`config.mk`:
```
export PLATFORM = sky130hd
export DESIGN_NAME = pp_port
export DESIGN_NICKNAME = d
export VERILOG_FILES = /design/src/verilog/pp_pkg.sv /design/src/verilog/pp_port.sv
export SDC_FILE = /design/constraint.sdc
export NUM_CORES = 1
export LEC_CHECK = 0
export ABC_AREA = 1
export ABC_CLOCK_PERIOD_IN_PS = 1800
export BUFFER_PORTS_ARGS = -buffer_cell sky130_fd_sc_hd__buf_2
export CAP_MARGIN = 40
export CORE_ASPECT_RATIO = 0.75
export CORE_MARGIN = 8
export CORE_UTILIZATION = 51
export DETAILED_ROUTE_END_ITERATION = 7
export GPL_TIMING_DRIVEN = 0
export PLACE_DENSITY_LB_ADDON = 0.2
export REMOVE_ABC_BUFFERS = 1
export SYNTH_ARGS = -nofsm -noshare
export SYNTH_HDL_FRONTEND = slang
export SYNTH_SLANG_ARGS = --single-unit
```
`constraint.sdc`:
```
create_clock -name clk_in -period 1.8 [get_ports clk_in]
set_input_delay 0.36 -clock clk_in [delete_from_list [all_inputs] [get_ports clk_in]]
set_output_delay 0.36 -clock clk_in [all_outputs]
set_load 0.02 [all_outputs]
```
`src/verilog/pp_pkg.sv`:
```
// package: register map, field layout, timing and carrier types of the parallel port
package pp_pkg;
    localparam logic [3:0]  PP_OFS_CONTROL   = 4'h0;
    localparam logic [3:0]  PP_OFS_ADDRESS   = 4'h4;
    localparam logic [3:0]  PP_OFS_WRDATA    = 4'h8;
    localparam logic [3:0]  PP_OFS_RDDATA    = 4'hc;
    localparam logic [15:0] PP_CONTROL_RESET = 16'h0000;
    localparam logic [15:0] PP_CONTROL_MASK  = 16'hbfef;
    localparam logic [15:0] PP_ADDRESS_RESET = 16'h0000;
    localparam logic [7:0]  PP_DATA_RESET    = 8'h00;
    localparam int          PP_BIT_ENABLE    = 15;
    localparam int          PP_BIT_STOP_IDLE = 13;
    localparam int          PP_BIT_MUX_HI    = 12;
    localparam int          PP_BIT_MUX_LO    = 11;
    localparam int          PP_BIT_BE_EN     = 10;
    localparam int          PP_BIT_WR_EN     = 9;
    localparam int          PP_BIT_RD_EN     = 8;
    localparam int          PP_BIT_CSF_HI    = 7;
    localparam int          PP_BIT_CSF_LO    = 6;
    localparam int          PP_BIT_AL_POL    = 5;
    localparam int          PP_BIT_CS_POL    = 3;
    localparam int          PP_BIT_BE_POL    = 2;
    localparam int          PP_BIT_WR_POL    = 1;
    localparam int          PP_BIT_RD_POL    = 0;
    localparam int          PP_BIT_BUSY      = 8;
    localparam logic [1:0]  PP_MUX_NONE      = 2'h0;
    localparam logic [1:0]  PP_MUX_LOW8      = 2'h1;
    localparam logic [1:0]  PP_MUX_ALL16     = 2'h2;
    localparam logic [1:0]  PP_CSF_CHIPSEL   = 2'h2;
    localparam logic [1:0]  PP_HTRANS_NONSEQ = 2'h2;
    localparam int          PP_STROBE_NS     = 100;
    localparam int          PP_CLK_NS        = 25;
    localparam int          PP_STROBE_CYCLES = (PP_STROBE_NS + PP_CLK_NS - 1) / PP_CLK_NS;

    typedef enum logic [1:0] {
        PP_ST_IDLE,
        PP_ST_LAT_LO,
        PP_ST_LAT_HI,
        PP_ST_STROBE
    } pp_state_t;

    typedef struct packed {
        logic [15:0] addr;
        logic [15:0] addr_oe;
        logic [7:0]  data;
        logic        data_oe;
        logic        rd;
        logic        rd_oe;
        logic        wr;
        logic        wr_oe;
        logic        be;
        logic        be_oe;
        logic        cs;
        logic        cs_oe;
        logic        al_lo;
        logic        al_hi;
    } pp_pins_t;
endpackage

```
`src/verilog/pp_port.sv`:
```
// parallel master port: control register, ahb-lite slave and external bus cycle sequencer
// How it works
// enable bit clear: no external accesses
// bit 14 reads zero, ignores writes
// stop-in-idle set halts port during idle
// mux 10: 16 address bits on data
// mux 01: low byte on data, 10:8
// mux 00: address on its own pins
// bit 10 enables byte-enable pin drive
// bit 9 enables write strobe pin drive
// bit 8 enables read strobe pin drive
// chip-select function field gates chip select
// latch strobe polarity: 0 low, 1 high
// chip select polarity: 0 low, 1 high
// software avoids reserved mux and csf codes
module pp_port
    import pp_pkg::*;
#(
    parameter int STROBE_CYCLES = PP_STROBE_CYCLES
) (
    input  wire logic        clk_in,
    input  wire logic        rstn_in,
    input  wire logic        hsel_in,
    input  wire logic [31:0] haddr_in,
    input  wire logic [1:0]  htrans_in,
    input  wire logic        hwrite_in,
    input  wire logic [2:0]  hsize_in,
    input  wire logic [31:0] hwdata_in,
    input  wire logic        hready_in,
    output logic      [31:0] hrdata_out,
    output logic             hreadyout_out,
    output logic             hresp_out,
    input  wire logic        idle_mode_in,
    input  wire logic [7:0]  port_data_pins_in,
    output pp_pins_t         pins_out
);
    logic [15:0] control;
    logic [15:0] address;
    logic [7:0]  wr_data;
    logic [7:0]  rd_data;
    logic [7:0]  pins_meta;
    logic [7:0]  pins_sync;
    logic        dp_write;
    logic [3:0]  dp_ofs;
    logic        ap_valid;
    logic        cyc_write;
    logic        start_wr;
    logic        start_rd;
    logic        run;
    logic        busy;
    logic [1:0]  mux;
    logic [7:0]  strobe_cnt;
    pp_state_t   state;
    pp_pins_t    next_pins;
    logic [31:0] next_rdata;

    // zero wait states, so every transfer completes with OKAY in its first data-phase cycle
    assign hreadyout_out = 1'b1;
    assign hresp_out     = 1'b0;
    assign ap_valid      = hsel_in & hready_in & htrans_in[1];
    assign mux           = {control[PP_BIT_MUX_HI], control[PP_BIT_MUX_LO]};
    assign busy          = (state != PP_ST_IDLE);
    assign run           = control[PP_BIT_ENABLE] & ~(control[PP_BIT_STOP_IDLE] & idle_mode_in);

    always_ff @(posedge clk_in or negedge rstn_in) begin
        if (!rstn_in) begin
            dp_write <= 1'b0;
            dp_ofs   <= 4'h0;
        end else begin
            dp_write <= ap_valid & hwrite_in;
            dp_ofs   <= haddr_in[3:0];
        end
    end

    // read data registered in the address phase so the data phase shows a flop
    always_comb begin
        next_rdata = 32'h0000_0000;
        unique case (haddr_in[3:0])
            PP_OFS_CONTROL: next_rdata[15:0] = control & PP_CONTROL_MASK;
            PP_OFS_ADDRESS: next_rdata[15:0] = address;
            PP_OFS_WRDATA:  next_rdata[7:0]  = wr_data;
            PP_OFS_RDDATA:  next_rdata[8:0]  = {busy, rd_data};
            default:        next_rdata = 32'h0000_0000;
        endcase
    end

    always_ff @(posedge clk_in or negedge rstn_in) begin
        if (!rstn_in) begin
            hrdata_out <= 32'h0000_0000;
        end else if (ap_valid && !hwrite_in) begin
            hrdata_out <= next_rdata;
        end
    end

    always_ff @(posedge clk_in or negedge rstn_in) begin
        if (!rstn_in) begin
            control <= PP_CONTROL_RESET;
        end else if (dp_write && dp_ofs == PP_OFS_CONTROL) begin
            control <= hwdata_in[15:0] & PP_CONTROL_MASK;
        end
    end

    always_ff @(posedge clk_in or negedge rstn_in) begin
        if (!rstn_in) begin
            address <= PP_ADDRESS_RESET;
        end else if (dp_write && dp_ofs == PP_OFS_ADDRESS && !busy) begin
            address <= hwdata_in[15:0];
        end
    end

    // a write to the data register launches an external write; writes while busy are dropped
    assign start_wr = dp_write & (dp_ofs == PP_OFS_WRDATA) & ~busy & run;
    assign start_rd = dp_write & (dp_ofs == PP_OFS_RDDATA) & ~busy & run;

    always_ff @(posedge clk_in or negedge rstn_in) begin
        if (!rstn_in) begin
            wr_data <= PP_DATA_RESET;
        end else if (start_wr) begin
            wr_data <= hwdata_in[7:0];
        end
    end

    // pins come from outside the clock domain
    always_ff @(posedge clk_in or negedge rstn_in) begin
        if (!rstn_in) begin
            pins_meta <= 8'h00;
            pins_sync <= 8'h00;
        end else begin
            pins_meta <= port_data_pins_in;
            pins_sync <= pins_meta;
        end
    end

    always_ff @(posedge clk_in or negedge rstn_in) begin
        if (!rstn_in) begin
            state      <= PP_ST_IDLE;
            strobe_cnt <= 8'h00;
            cyc_write  <= 1'b0;
            rd_data    <= PP_DATA_RESET;
        end else if (!control[PP_BIT_ENABLE]) begin
            state      <= PP_ST_IDLE;
            strobe_cnt <= 8'h00;
        end else if (run) begin
            unique case (state)
                PP_ST_IDLE: begin
                    if (start_wr || start_rd) begin
                        cyc_write  <= start_wr;
                        strobe_cnt <= 8'h00;
                        state      <= (mux == PP_MUX_NONE) ? PP_ST_STROBE : PP_ST_LAT_LO;
                    end
                end
                PP_ST_LAT_LO: begin
                    state <= (mux == PP_MUX_ALL16) ? PP_ST_LAT_HI : PP_ST_STROBE;
                end
                PP_ST_LAT_HI: begin
                    state <= PP_ST_STROBE;
                end
                PP_ST_STROBE: begin
                    if (strobe_cnt == 8'(STROBE_CYCLES - 1)) begin
                        state <= PP_ST_IDLE;
                        if (!cyc_write) begin
                            rd_data <= pins_sync;
                        end
                    end else begin
                        strobe_cnt <= strobe_cnt + 8'h01;
                    end
                end
            endcase
        end
    end

    // pin values; stop-in-idle freezes the state, so the pins hold too
    always_comb begin
        next_pins         = '0;
        next_pins.al_lo   = ~control[PP_BIT_AL_POL];
        next_pins.al_hi   = ~control[PP_BIT_AL_POL];
        next_pins.rd      = ~control[PP_BIT_RD_POL];
        next_pins.wr      = ~control[PP_BIT_WR_POL];
        next_pins.be      = ~control[PP_BIT_BE_POL];
        next_pins.cs      = ~control[PP_BIT_CS_POL];
        next_pins.rd_oe   = control[PP_BIT_ENABLE] & control[PP_BIT_RD_EN];
        next_pins.wr_oe   = control[PP_BIT_ENABLE] & control[PP_BIT_WR_EN];
        next_pins.be_oe   = control[PP_BIT_ENABLE] & control[PP_BIT_BE_EN];
        next_pins.cs_oe   = control[PP_BIT_ENABLE] &
                            ({control[PP_BIT_CSF_HI], control[PP_BIT_CSF_LO]} == PP_CSF_CHIPSEL);
        if (control[PP_BIT_ENABLE]) begin
            unique case (mux)
                PP_MUX_NONE: begin
                    next_pins.addr    = address;
                    next_pins.addr_oe = 16'hffff;
                end
                PP_MUX_LOW8: begin
                    next_pins.addr[10:8]    = address[10:8];
                    next_pins.addr_oe[10:8] = 3'h7;
                end
                default: begin
                    next_pins.addr_oe = 16'h0000;
                end
            endcase
        end
        if (busy) begin
            next_pins.cs = control[PP_BIT_CS_POL];
            next_pins.be = control[PP_BIT_BE_POL];
        end
        unique case (state)
            PP_ST_IDLE: begin
                next_pins.data_oe = 1'b0;
            end
            PP_ST_LAT_LO: begin
                next_pins.data    = address[7:0];
                next_pins.data_oe = 1'b1;
                next_pins.al_lo   = control[PP_BIT_AL_POL];
            end
            PP_ST_LAT_HI: begin
                next_pins.data    = address[15:8];
                next_pins.data_oe = 1'b1;
                next_pins.al_hi   = control[PP_BIT_AL_POL];
            end
            PP_ST_STROBE: begin
                next_pins.data    = cyc_write ? wr_data : 8'h00;
                next_pins.data_oe = cyc_write;
                if (cyc_write) begin
                    next_pins.wr = control[PP_BIT_WR_POL];
                end else begin
                    next_pins.rd = control[PP_BIT_RD_POL];
                end
            end
        endcase
    end

    always_ff @(posedge clk_in or negedge rstn_in) begin
        if (!rstn_in) begin
            pins_out <= '0;
        end else begin
            pins_out <= next_pins;
        end
    end
endmodule // pp_port

```
==> run_results.csv, run 1 <==
group,metric,value,unit
worst_setup_path,reg2reg_to,"strobe_cnt[5]$_DFFE_PN0P_",
worst_setup_path,critPathKind,"reg2reg",
finish,nNetsFinal,809,
synth,synth_sequential_area_ratio,58.52,%
grt,grt_max_degree,92,
floorplan,die_y,106.8,µm
power_and_ir_drop,seqPwrFrac,41.5,%
worst_setup_path,startpoint,"state[0]$_DFFE_PN0P_",
grt,grt_pass1_vias,4268,
sta,setup_violations,0,
floorplan,io_pins,168,
min_path,holdCritPathClass,"in2reg",
sta,fin_ws,114.4,ps
worst_setup_path,r2r-start,"state[0]$_DFFE_PN0P_",
finish,diodes,0,
finish,drive_gt1_share,22.27,%
worst_setup_path,crit_top_cell,"nand2_1",
placement,port_buffers,101,
clock_network,cts_buffers,17,
grt,use_met2,27.56,%
synth,synth_top_family_by_area,"simple AND/OR/NAND/NOR gates",
grt,grt_pass1_wl,21170,µm
detailed_routing,via_per_inst,5.073,
synth,ys.flop_type,"dfrtp_1",
synth,synth_commonest_cells,"201 x nand2_1, 131 x dfrtp_1, 56 x inv_1, 49 x nor2_1, 34 x buf_4",
grt,grt_use_met3,5.234,%
synth,yosysTopAreaCellShare,58.52,%
sta,rsz0062_at_grt,"false",
sta,max_freq,593.3,MHz
power_and_ir_drop,clkPwrFrac,36.1,%
clock_network,cts_tree,"yes",
power_and_ir_drop,ir_drop,0.0006693,V
worst_setup_path,critical-path-slowest-cell,"dfrtp_2",
sta,clock-skew-final,5.506,ps
worst_setup_path,crit_path_max_incr_delay,440,ps
synth,synth_compound_area_share,6.366,%
placement,place.gp.congestion,0.8321,
grt,grtUsageMet1,25.10,%
power_and_ir_drop,switching_share,30.91,%
detailed_routing,wire_per_inst,15.33,µm
sta,min_period_over_period,93.64,%
grt,antenna_found_initial,0,
floorplan,die_w,137.0,µm
synth,synth.avg_cell_area,9.020,µm²
clock_network,cts.reportedPaths.clkPinSlew,50,ps
detailed_routing,routed_wl,13370,µm
worst_setup_path,cp_max_fo,10,
worst_setup_path,endpoint_kind,"register",
synth,synthMostInstantiatedCell,"nand2_1",
grt,top_usage_layer,"met2",
placement,dp_hpwl,9341,µm
detailed_routing,drt_first_iter_violations,429,
detailed_routing,vias,4424,
worst_setup_path,start_kind,"register",
job,maxCapViolations,0,
clock_network,clk_latency,410,ps
synth,yosys.area.top_type,"dfrtp_1",
sta,relSlewSlack,51.58,%
power_and_ir_drop,p_switching,0.002672,W
worst_setup_path,r2r_cells,11,
worst_setup_path,rrSetupSlack,110,ps
power_and_ir_drop,power.density,1277,nW/µm²
detailed_routing,drc_errors,0,
detailed_routing,drt-pass1-iter-count,7,
detailed_routing,ant_nets,0,
clock_network,cts_root_buf,"clkbuf_16",
clock_network,clock-sinks,131,
power_and_ir_drop,p_int,0.005971,W
finish,areaGrowthSynthToFinish,20.77,%
synth,synthArstFlopShare,100.0,%
status,status,"finished, final reports clean",
synth,synth_mux_area_share,0,%
clock_network,cts_max_path_buffers,2,
synth,synthSimpleGateAreaFrac,22.63,%
sta,tightest_slew,722.3,ps
worst_setup_path,required,2100,ps
synth,synth_seq_cells,131,
min_path,min_from,"port_data_pins_in[0]",
min_path,min_path_cells,1,
worst_setup_path,crit_arrival,1980,ps
floorplan,dieArea,14630,µm²
synth,ys_types,34,
synth,synth_area,5602,µm²
synth,netlist_instances,621,
sta,hold_viol_final,0,
floorplan,rows,33,
sta,period_minus_slack,1686,ps
grt,track_usage,18.64,%
clock_network,htreeDepth,4,
synth,synth_area_leaders,"dfrtp_1 59%, nand2_1 13%, buf_4 4.6%",
sta,slew_violations,0,
floorplan,fp.coreArea,10820,µm²
floorplan,start_util,51.78,%
sta,hold_slack,54.20,ps
synth,yosys.area_share.adder,1.117,%
grt,grt_overflow_total,0,
placement,pre_cts_slack,-613.2,ps
worst_setup_path,crit_chain,"inv_2 -> ha_4 -> nand2_1 -> nor2_4 -> nand2_1 -> nand2_1 -> nand2_1 -> nand2_4 -> nand2_4 -> nand2_1 -> nand2_1",
power_and_ir_drop,power_frac_comb,22.3,%
min_path,min_to,"pins_meta[0]$_DFF_PN0_",
synth,yosys_warnings,0,
synth,synth_xor_area_share,1.407,%
power_and_ir_drop,power.leakage,3.639,nW
synth,synth_edf_count,0,
-- how the worst max path moves through the flow --
stage,to,slack (ps),cells past startpoint
finish,strobe_cnt[5]$_DFFE_PN0P_,110,11
global route,strobe_cnt[0]$_DFFE_PN0P_,4,11
detailed placement,address[11]$_DFFE_PN0P_,-610,6
floorplan,pins_out[19],-400,0
CTS,strobe_cnt[5]$_DFFE_PN0P_,8,11
global placement,pins_meta[3]$_DFF_PN0_,-1260,1
-- power by group through the flow --
stage	clock network [W]	logic, W	registers, W
after floorplan	0	0.000861	0.00387
after detailed placement	0	0.00179	0.00362
after CTS	0.00318	0.00188	0.00358
after global placement	0	0.00175	0.00360
final	0.00312	0.00193	0.00359
after global routing	0.00330	0.00215	0.00363
-- layout make-up --
type	instances	area, µm²
Multi-Input combinational cell	397	1879
Timing Repair Buffer	116	674.4
Tap cell	140	175.2
Clock buffer	25	485.5
Inverter	58	217.7
Sequential cell	131	3281
Clock inverter	5	52.55
Fill cell	908	4053
-- flip-flops by register name, summed over array words and instances (netlist names) --
signal / cells
rd_data: 8
dp_ofs: 4
pins_meta: 8
address: 16
control: 14
state: 2
cyc_write: 1
strobe_cnt: 8
pins_sync: 8
wr_data: 8
dp_write: 1
pins_out: 37
hrdata_out: 16
-- kinds of logic after synthesis --
| group | after synthesis |
|---|---|
| AO/OA/AOI/OAI | 63 |
| adder cells (fa/ha/maj) | 5 |
| flip-flops | 131 |
| AND/OR/NAND/NOR | 302 |
| buffers and inverters | 109 |
| XOR/XNOR | 9 |
| other | 2 |
-- timing repair --
item,CTS,global route
hold buffers,1,0
hold endpoints to repair,40,0
setup buffers,6,2
pin swaps,3,0
endpoints found under the setup margin,43,33
resized for setup,3,10
-- critical path, delay by kind of cell (launching register included) --
family                     cells  cell delay [ps]
DFF                            1              440
buffers and inverters          1              110
adders and majority gates      1              160
and+or+nand+nor                9              850
-- stage by stage --
step | cells | TNS [ps] | power [W] | cell area [µm²] | util [%]
5_1_grt | 872 | 0 | 0.009080 | 6765 | 62.54
3_5_place_dp | 833 | -18120 | 0.005410 | 6098 | 56.37
2_1_floorplan | 586 | -9516 | 0.004726 | 5329 | -
3_3_place_gp | 827 | -205180 | 0.005352 | 6010 | 55.55
6_report | 872 | 0 | 0.008643 | 6765 | 62.54
4_1_cts | 870 | 0 | 0.008636 | 6718 | 62.10
-- layout by cell type (no fill, tap or decap), types with 11 or more instances in the layout --
master / instances
conb_1: 18
inv_1: 54
nor2_1: 48
nand2_1: 200
buf_2: 100
o21ai_0: 32
nand4_1: 11
clkbuf_16: 17
nand3_1: 28
dfrtp_1: 129
-- metal layers --
| layer | vias up | share of wire [%] |
|---|---|---|
| li1 | 2102 | - |
| met1 | 2099 | 44 |
| met2 | 200 | 44 |
| met3 | 23 | 10 |
| met4 | 0 | 1.7 |
| met5 | - | 0 |
No activity file was read; power rests on OpenSTA's default activity.
==> run 2, diff against run 1 <==
- CTS_BUF_LIST: default -> sky130_fd_sc_hd__clkbuf_16
==> run 2 against run 1 <==
Net effect:
- total power down 1.8%
- routed wire length about the same
- fmax up 0.65%
- worst setup slack better by 11 ps
- flip-flop and latch count unchanged
- global-route usage about the same
- cell area down 0.44%
- critical endpoint unchanged
- final cell count unchanged
- largest cell class unchanged
- via count up 0.23%
- clock power down 5%
- highest routed layer unchanged
- clock skew up 1.2 ps
==> run_results.csv, run 2 (synthesis gave the netlist of run 1 again) <==
group,metric,value,unit
worst_setup_path,rrSetupSlack,130,ps
power_and_ir_drop,power.leakage,3.643,nW
finish,diodes,0,
job,maxCapViolations,0,
finish,drive_gt1_share,21.86,%
sta,tightest_slew,704.8,ps
clock_network,clock-sinks,131,
sta,max_freq,597.1,MHz
finish,largest_register_ffs,37,
worst_setup_path,critPathKind,"reg2reg",
power_and_ir_drop,power.density,1261,nW/µm²
sta,min_period_over_period,93.04,%
sta,setup_violations,0,
clock_network,cts_tree,"yes",
worst_setup_path,endpoint_kind,"register",
grt,antenna_found_initial,0,
grt,grt_overflow_total,0,
floorplan,io_pins,168,
detailed_routing,wire_per_inst,15.34,µm
finish,regMostFlops,"pins_out",
worst_setup_path,crit_arrival,1970,ps
sta,rsz0062_at_grt,"false",
placement,place_inst,833,
detailed_routing,vias,4434,
floorplan,fp.coreArea,10820,µm²
worst_setup_path,required,2100,ps
detailed_routing,drt_first_iter_violations,432,
placement,place.gp.congestion,0.8321,
clock_network,cts_root_buf,"clkbuf_16",
finish,fin_area,6735,µm²
finish,areaGrowthSynthToFinish,20.24,%
placement,dpl-instance-area,6098,µm²
finish,layout_commonest_cell,"nand2_1",
detailed_routing,ant_nets,0,
grt,grt_max_degree,92,
detailed_routing,routed_wl,13380,µm
floorplan,start_util,51.78,%
detailed_routing,drc_errors,0,
detailed_routing,drt-pass1-iter-count,6,
power_and_ir_drop,finalPower,0.008490,W
finish,fillers,912,
sta,slew_violations,0,
floorplan,die_y,106.8,µm
floorplan,die_w,137.0,µm
grt,track_usage,18.66,%
clock_network,cts.reportedPaths.clkPinSlew,50,ps
worst_setup_path,cp_max_fo,10,
grt,grt_pass1_vias,4270,
sta,period_minus_slack,1675,ps
sta,setup_tns,0,ps
floorplan,dieArea,14630,µm²
status,status,"finished, final reports clean",
min_path,holdCritPathClass,"in2reg",
grt,grt_pass1_wl,21200,µm
finish,mostFrequentLayoutCells,"200 x nand2_1, 129 x dfrtp_1, 100 x buf_2",
clock_network,htreeDepth,4,
placement,port_buffers,101,
sta,clock-skew-final,6.727,ps
detailed_routing,via_per_inst,5.085,
finish,top_regs,"pins_out (37), address (16), hrdata_out (16)",
power_and_ir_drop,ir_drop,0.0006745,V
placement,dp_hpwl,9341,µm
finish,final_cells,872,
clock_network,clk_latency,410,ps
sta,hold_viol_final,0,
finish,nNetsFinal,809,
floorplan,rows,33,
clock_network,cts_max_path_buffers,2,
clock_network,cts_buffers,17,
worst_setup_path,start_kind,"register",
sta,relSlewSlack,52.84,%
run 2: repair_timing:
| item | 4_1_cts | 5_1_grt |
|---|---|---|
| pin swaps | 3 | 0 |
| hold endpoints to repair | 40 | 0 |
| setup buffers | 6 | 2 |
| endpoints found under the setup margin | 43 | 33 |
| resized for setup | 3 | 10 |
| hold buffers | 1 | 0 |
run 2: critical path, cell delays in order (launching register included):
cell and delay [ps]:
dfrtp_2 440, inv_2 100, ha_4 160, nand2_1 80, nor2_4 140, nand2_1 100
nand2_1 70, nand2_1 80, nand2_4 150, nand2_4 100, nand2_1 80, nand2_1 50
run 2: through the flow:
stage	util [%]	hold slack, ps	setup slack [ps]
global route	62.26	39.66	6.102
global placement	55.55	332.6	-1257
floorplan	-	64.41	-396.0
finish	62.26	53.11	125.3
detailed placement	56.37	288.3	-613.2
CTS	61.82	43.44	9.726
run 2: path summary, 6_finish.rpt:
check / start / to / cells after the start
setup / recovery: state[0]$_DFFE_PN0P_ / strobe_cnt[5]$_DFFE_PN0P_ / 11
hold / removal: port_data_pins_in[5] / pins_meta[5]$_DFF_PN0_ / 1
setup reg to reg: state[0]$_DFFE_PN0P_ / strobe_cnt[5]$_DFFE_PN0P_ / 11
hold reg to reg: pins_meta[2]$_DFF_PN0_ / pins_sync[2]$_DFF_PN0_ / 0
max in group asynchronous: rstn_in / control[15]$_DFFE_PN0P_ / 3
min in group asynchronous: rstn_in / pins_out[8]$_DFF_PN0_ / 2
run 2: area by class of cell:
cell class,count,area [µm²],share of cell area [%]
inverters,58,217.7,3.232
repair buffers,116,674.4,10.01
well taps,140,175.2,2.601
multi-input cells,397,1879,27.90
flip-flops and latches,131,3281,48.71
clock buffers,17,425.4,6.316
clock inverters,13,82.58,1.226
run 2: layer usage:
| layer | global-route usage (%) | up-vias | wire, µm |
|---|---|---|---|
| li1 | - | 2100 | - |
| met1 | 25.13 | 2105 | 5916 |
| met2 | 27.60 | 209 | 5910 |
| met3 | 5.234 | 20 | 1335 |
| met4 | 8.430 | 0 | 214 |
| met5 | 0 | - | 0 |
run 2: where the power goes:
part / leakage (nW) / switching [W] / internal [W] / total [W]
logic: 1.77 / 0.00128 / 0.000650 / 0.00193
registers: 1.61 / 0.000249 / 0.00334 / 0.00359
clock network: 0.267 / 0.00114 / 0.00183 / 0.00297
==> run 3, diff against run 2 <==
- ABC_CLOCK_PERIOD_IN_PS: 1800 -> 2150
- CORE_UTILIZATION: 51 -> 55
- clock period: 1.8 -> 2.15 ns (I/O delays scaled with it)
==> run 3 against run 2 <==
Net effect:
- sequential power decreased by 17%
- hold slack better by 64 ps
- routed wire length up 3.3%
- total power down 6.5%
- critical path type unchanged
- largest power group is now the clock network
==> run_results.csv, run 3 (synthesis gave the netlist of run 1 again) <==
group,metric,value,unit
clock_network,cts_root_buf,"clkbuf_16",
power_and_ir_drop,clkPwrFrac,42.0,%
sta,clock-skew-final,6.484,ps
finish,areaGrowthSynthToFinish,22.49,%
power_and_ir_drop,seqPwrFrac,37.7,%
floorplan,rows,32,
power_and_ir_drop,power.density,1157,nW/µm²
sta,hold_viol_final,0,
sta,hold_slack,117.2,ps
clock_network,htreeDepth,4,
finish,top_regs,"pins_out (37), address (16), hrdata_out (16)",
finish,mostFrequentLayoutCells,"201 x nand2_1, 130 x dfrtp_1, 100 x buf_2",
clock_network,clock-sinks,131,
floorplan,fp.coreArea,10090,µm²
sta,min_period_over_period,93.84,%
worst_setup_path,crit_buf_inv,1,
clock_network,cts.reportedPaths.clkPinSlew,60,ps
clock_network,cts_max_path_buffers,2,
detailed_routing,via_per_inst,5.182,
floorplan,start_util,55.52,%
detailed_routing,ant_nets,0,
sta,period_minus_slack,2018,ps
power_and_ir_drop,finalPower,0.007936,W
placement,dp_hpwl,9486,µm
min_path,min_path_cells,1,
finish,fin_area,6862,µm²
worst_setup_path,crit_arrival,2320,ps
finish,finalCoreUtilization,68.01,%
floorplan,io_pins,168,
grt,grt_pass1_wl,22240,µm
sta,relSlewSlack,40.64,%
power_and_ir_drop,p_int,0.005607,W
power_and_ir_drop,power_frac_comb,20.3,%
clock_network,cts_tree,"yes",
worst_setup_path,endpoint_kind,"register",
detailed_routing,drt_first_iter_violations,456,
worst_setup_path,worst-path-stages,7,
finish,layout_commonest_cell,"nand2_1",
placement,place_inst,829,
finish,regMostFlops,"pins_out",
detailed_routing,drc_errors,0,
placement,dpl-instance-area,6101,µm²
worst_setup_path,required,2450,ps
finish,largest_register_ffs,37,
finish,drive_gt1_share,21.75,%
sta,rsz0062_at_grt,"false",
grt,grt_pass1_vias,4590,
placement,port_buffers,101,
grt,antenna_found_initial,0,
worst_setup_path,critical-path-slowest-cell,"nor3_4",
finish,final_cells,867,
worst_setup_path,cp_max_fo,16,
grt,grt_max_degree,83,
power_and_ir_drop,ir_drop,0.0009064,V
min_path,holdCritPathClass,"in2reg",
job,maxCapViolations,0,
sta,setup_violations,0,
clock_network,cts_buffers,17,
floorplan,die_y,103.4,µm
floorplan,dieArea,13700,µm²
detailed_routing,routed_wl,13820,µm
worst_setup_path,r2r_cells,7,
detailed_routing,wire_per_inst,15.94,µm
grt,track_usage,20.93,%
status,status,"finished, final reports clean",
worst_setup_path,crit_chain,"ha_1 -> inv_2 -> nor2_4 -> nand4_2 -> nor3_4 -> nand2_1 -> o21a_1",
worst_setup_path,crit_path_max_incr_delay,620,ps
finish,fillers,795,
worst_setup_path,start_kind,"register",
placement,place.gp.congestion,0.8625,
finish,nNetsFinal,806,
finish,diodes,0,
worst_setup_path,critPathKind,"reg2reg",
power_and_ir_drop,switching_share,29.35,%
power_and_ir_drop,power.leakage,3.698,nW
sta,tightest_slew,887.0,ps
power_and_ir_drop,p_switching,0.002330,W
grt,grt_overflow_total,0,
sta,max_freq,495.7,MHz
detailed_routing,drt-pass1-iter-count,6,
detailed_routing,vias,4493,
sta,slew_violations,0,
floorplan,die_w,132.5,µm
worst_setup_path,crit_family,"simple AND/OR/NAND/NOR gates",
clock_network,clk_latency,410,ps
[run 3: cell types whose count changed in the layout (fill, tap and decap cells not counted), sizes merged]
cell | before | now
inv | 62 | 57
buf | 115 | 112
bufinv | 1 | 7
clkinv | 7 | 8
[run 3: final timing paths]
path / start / endpoint / slack [ps]
max in group asynchronous: rstn_in / control[15]$_DFFE_PN0P_ / 850
setup reg to reg: strobe_cnt[0]$_DFFE_PN0P_ / rd_data[0]$_DFFE_PN0P_ / 130
min in group asynchronous: rstn_in / pins_out[9]$_DFF_PN0_ / 540
hold reg to reg: pins_meta[2]$_DFF_PN0_ / pins_sync[2]$_DFF_PN0_ / 340
hold / removal: port_data_pins_in[4] / pins_meta[4]$_DFF_PN0_ / 120
setup / recovery: strobe_cnt[0]$_DFFE_PN0P_ / rd_data[0]$_DFFE_PN0P_ / 130
[run 3: power by group through the flow]
stage          combinational [W]  clock (W)  sequential (W)
6_report                 0.00161    0.00334         0.00299
5_1_grt                  0.00177    0.00347         0.00303
4_1_cts                  0.00154    0.00338         0.00299
3_5_place_dp             0.00152          0         0.00303
2_1_floorplan           0.000721          0         0.00324
3_3_place_gp             0.00147          0         0.00301
[run 3: area by class of cell]
type	count	area, µm²	area share, %
sequential	131	3279	47.79
multi-input combinational	397	1848	26.93
tap	136	170.2	2.480
clock inverter	15	261.5	3.811
clock buffer	17	425.4	6.200
inverter	58	217.7	3.173
timing repair buffer	113	659.4	9.610
[run 3: routing by layer]
layer	vias up	part of all wire (%)	track usage, %	wire [µm]
li1	2093	-	-	-
met1	2175	41	24.13	5639
met2	207	47	34.75	6536
met3	18	11	9.122	1457
met4	0	1.3	7.304	184
met5	-	0	0	0
[run 3: timing repair]
item / in CTS / in global routing
pin swaps: 1 / 1
cloned: 0 / 0
hold endpoints to repair: 49 / 0
gates resized for setup: 1 / 2
buffers inserted: 2 / 3
hold buffers: 1 / 0
setup endpoints to repair: 35 / 18
[run 3: through the flow]
stage	setup slack (ps)	TNS (ps)
finish	132.5	0
global route	0.9426	0
CTS	2.869	0
detailed placement	-575.5	-11000
global placement	-983.3	-154540
floorplan	-116.0	-1508
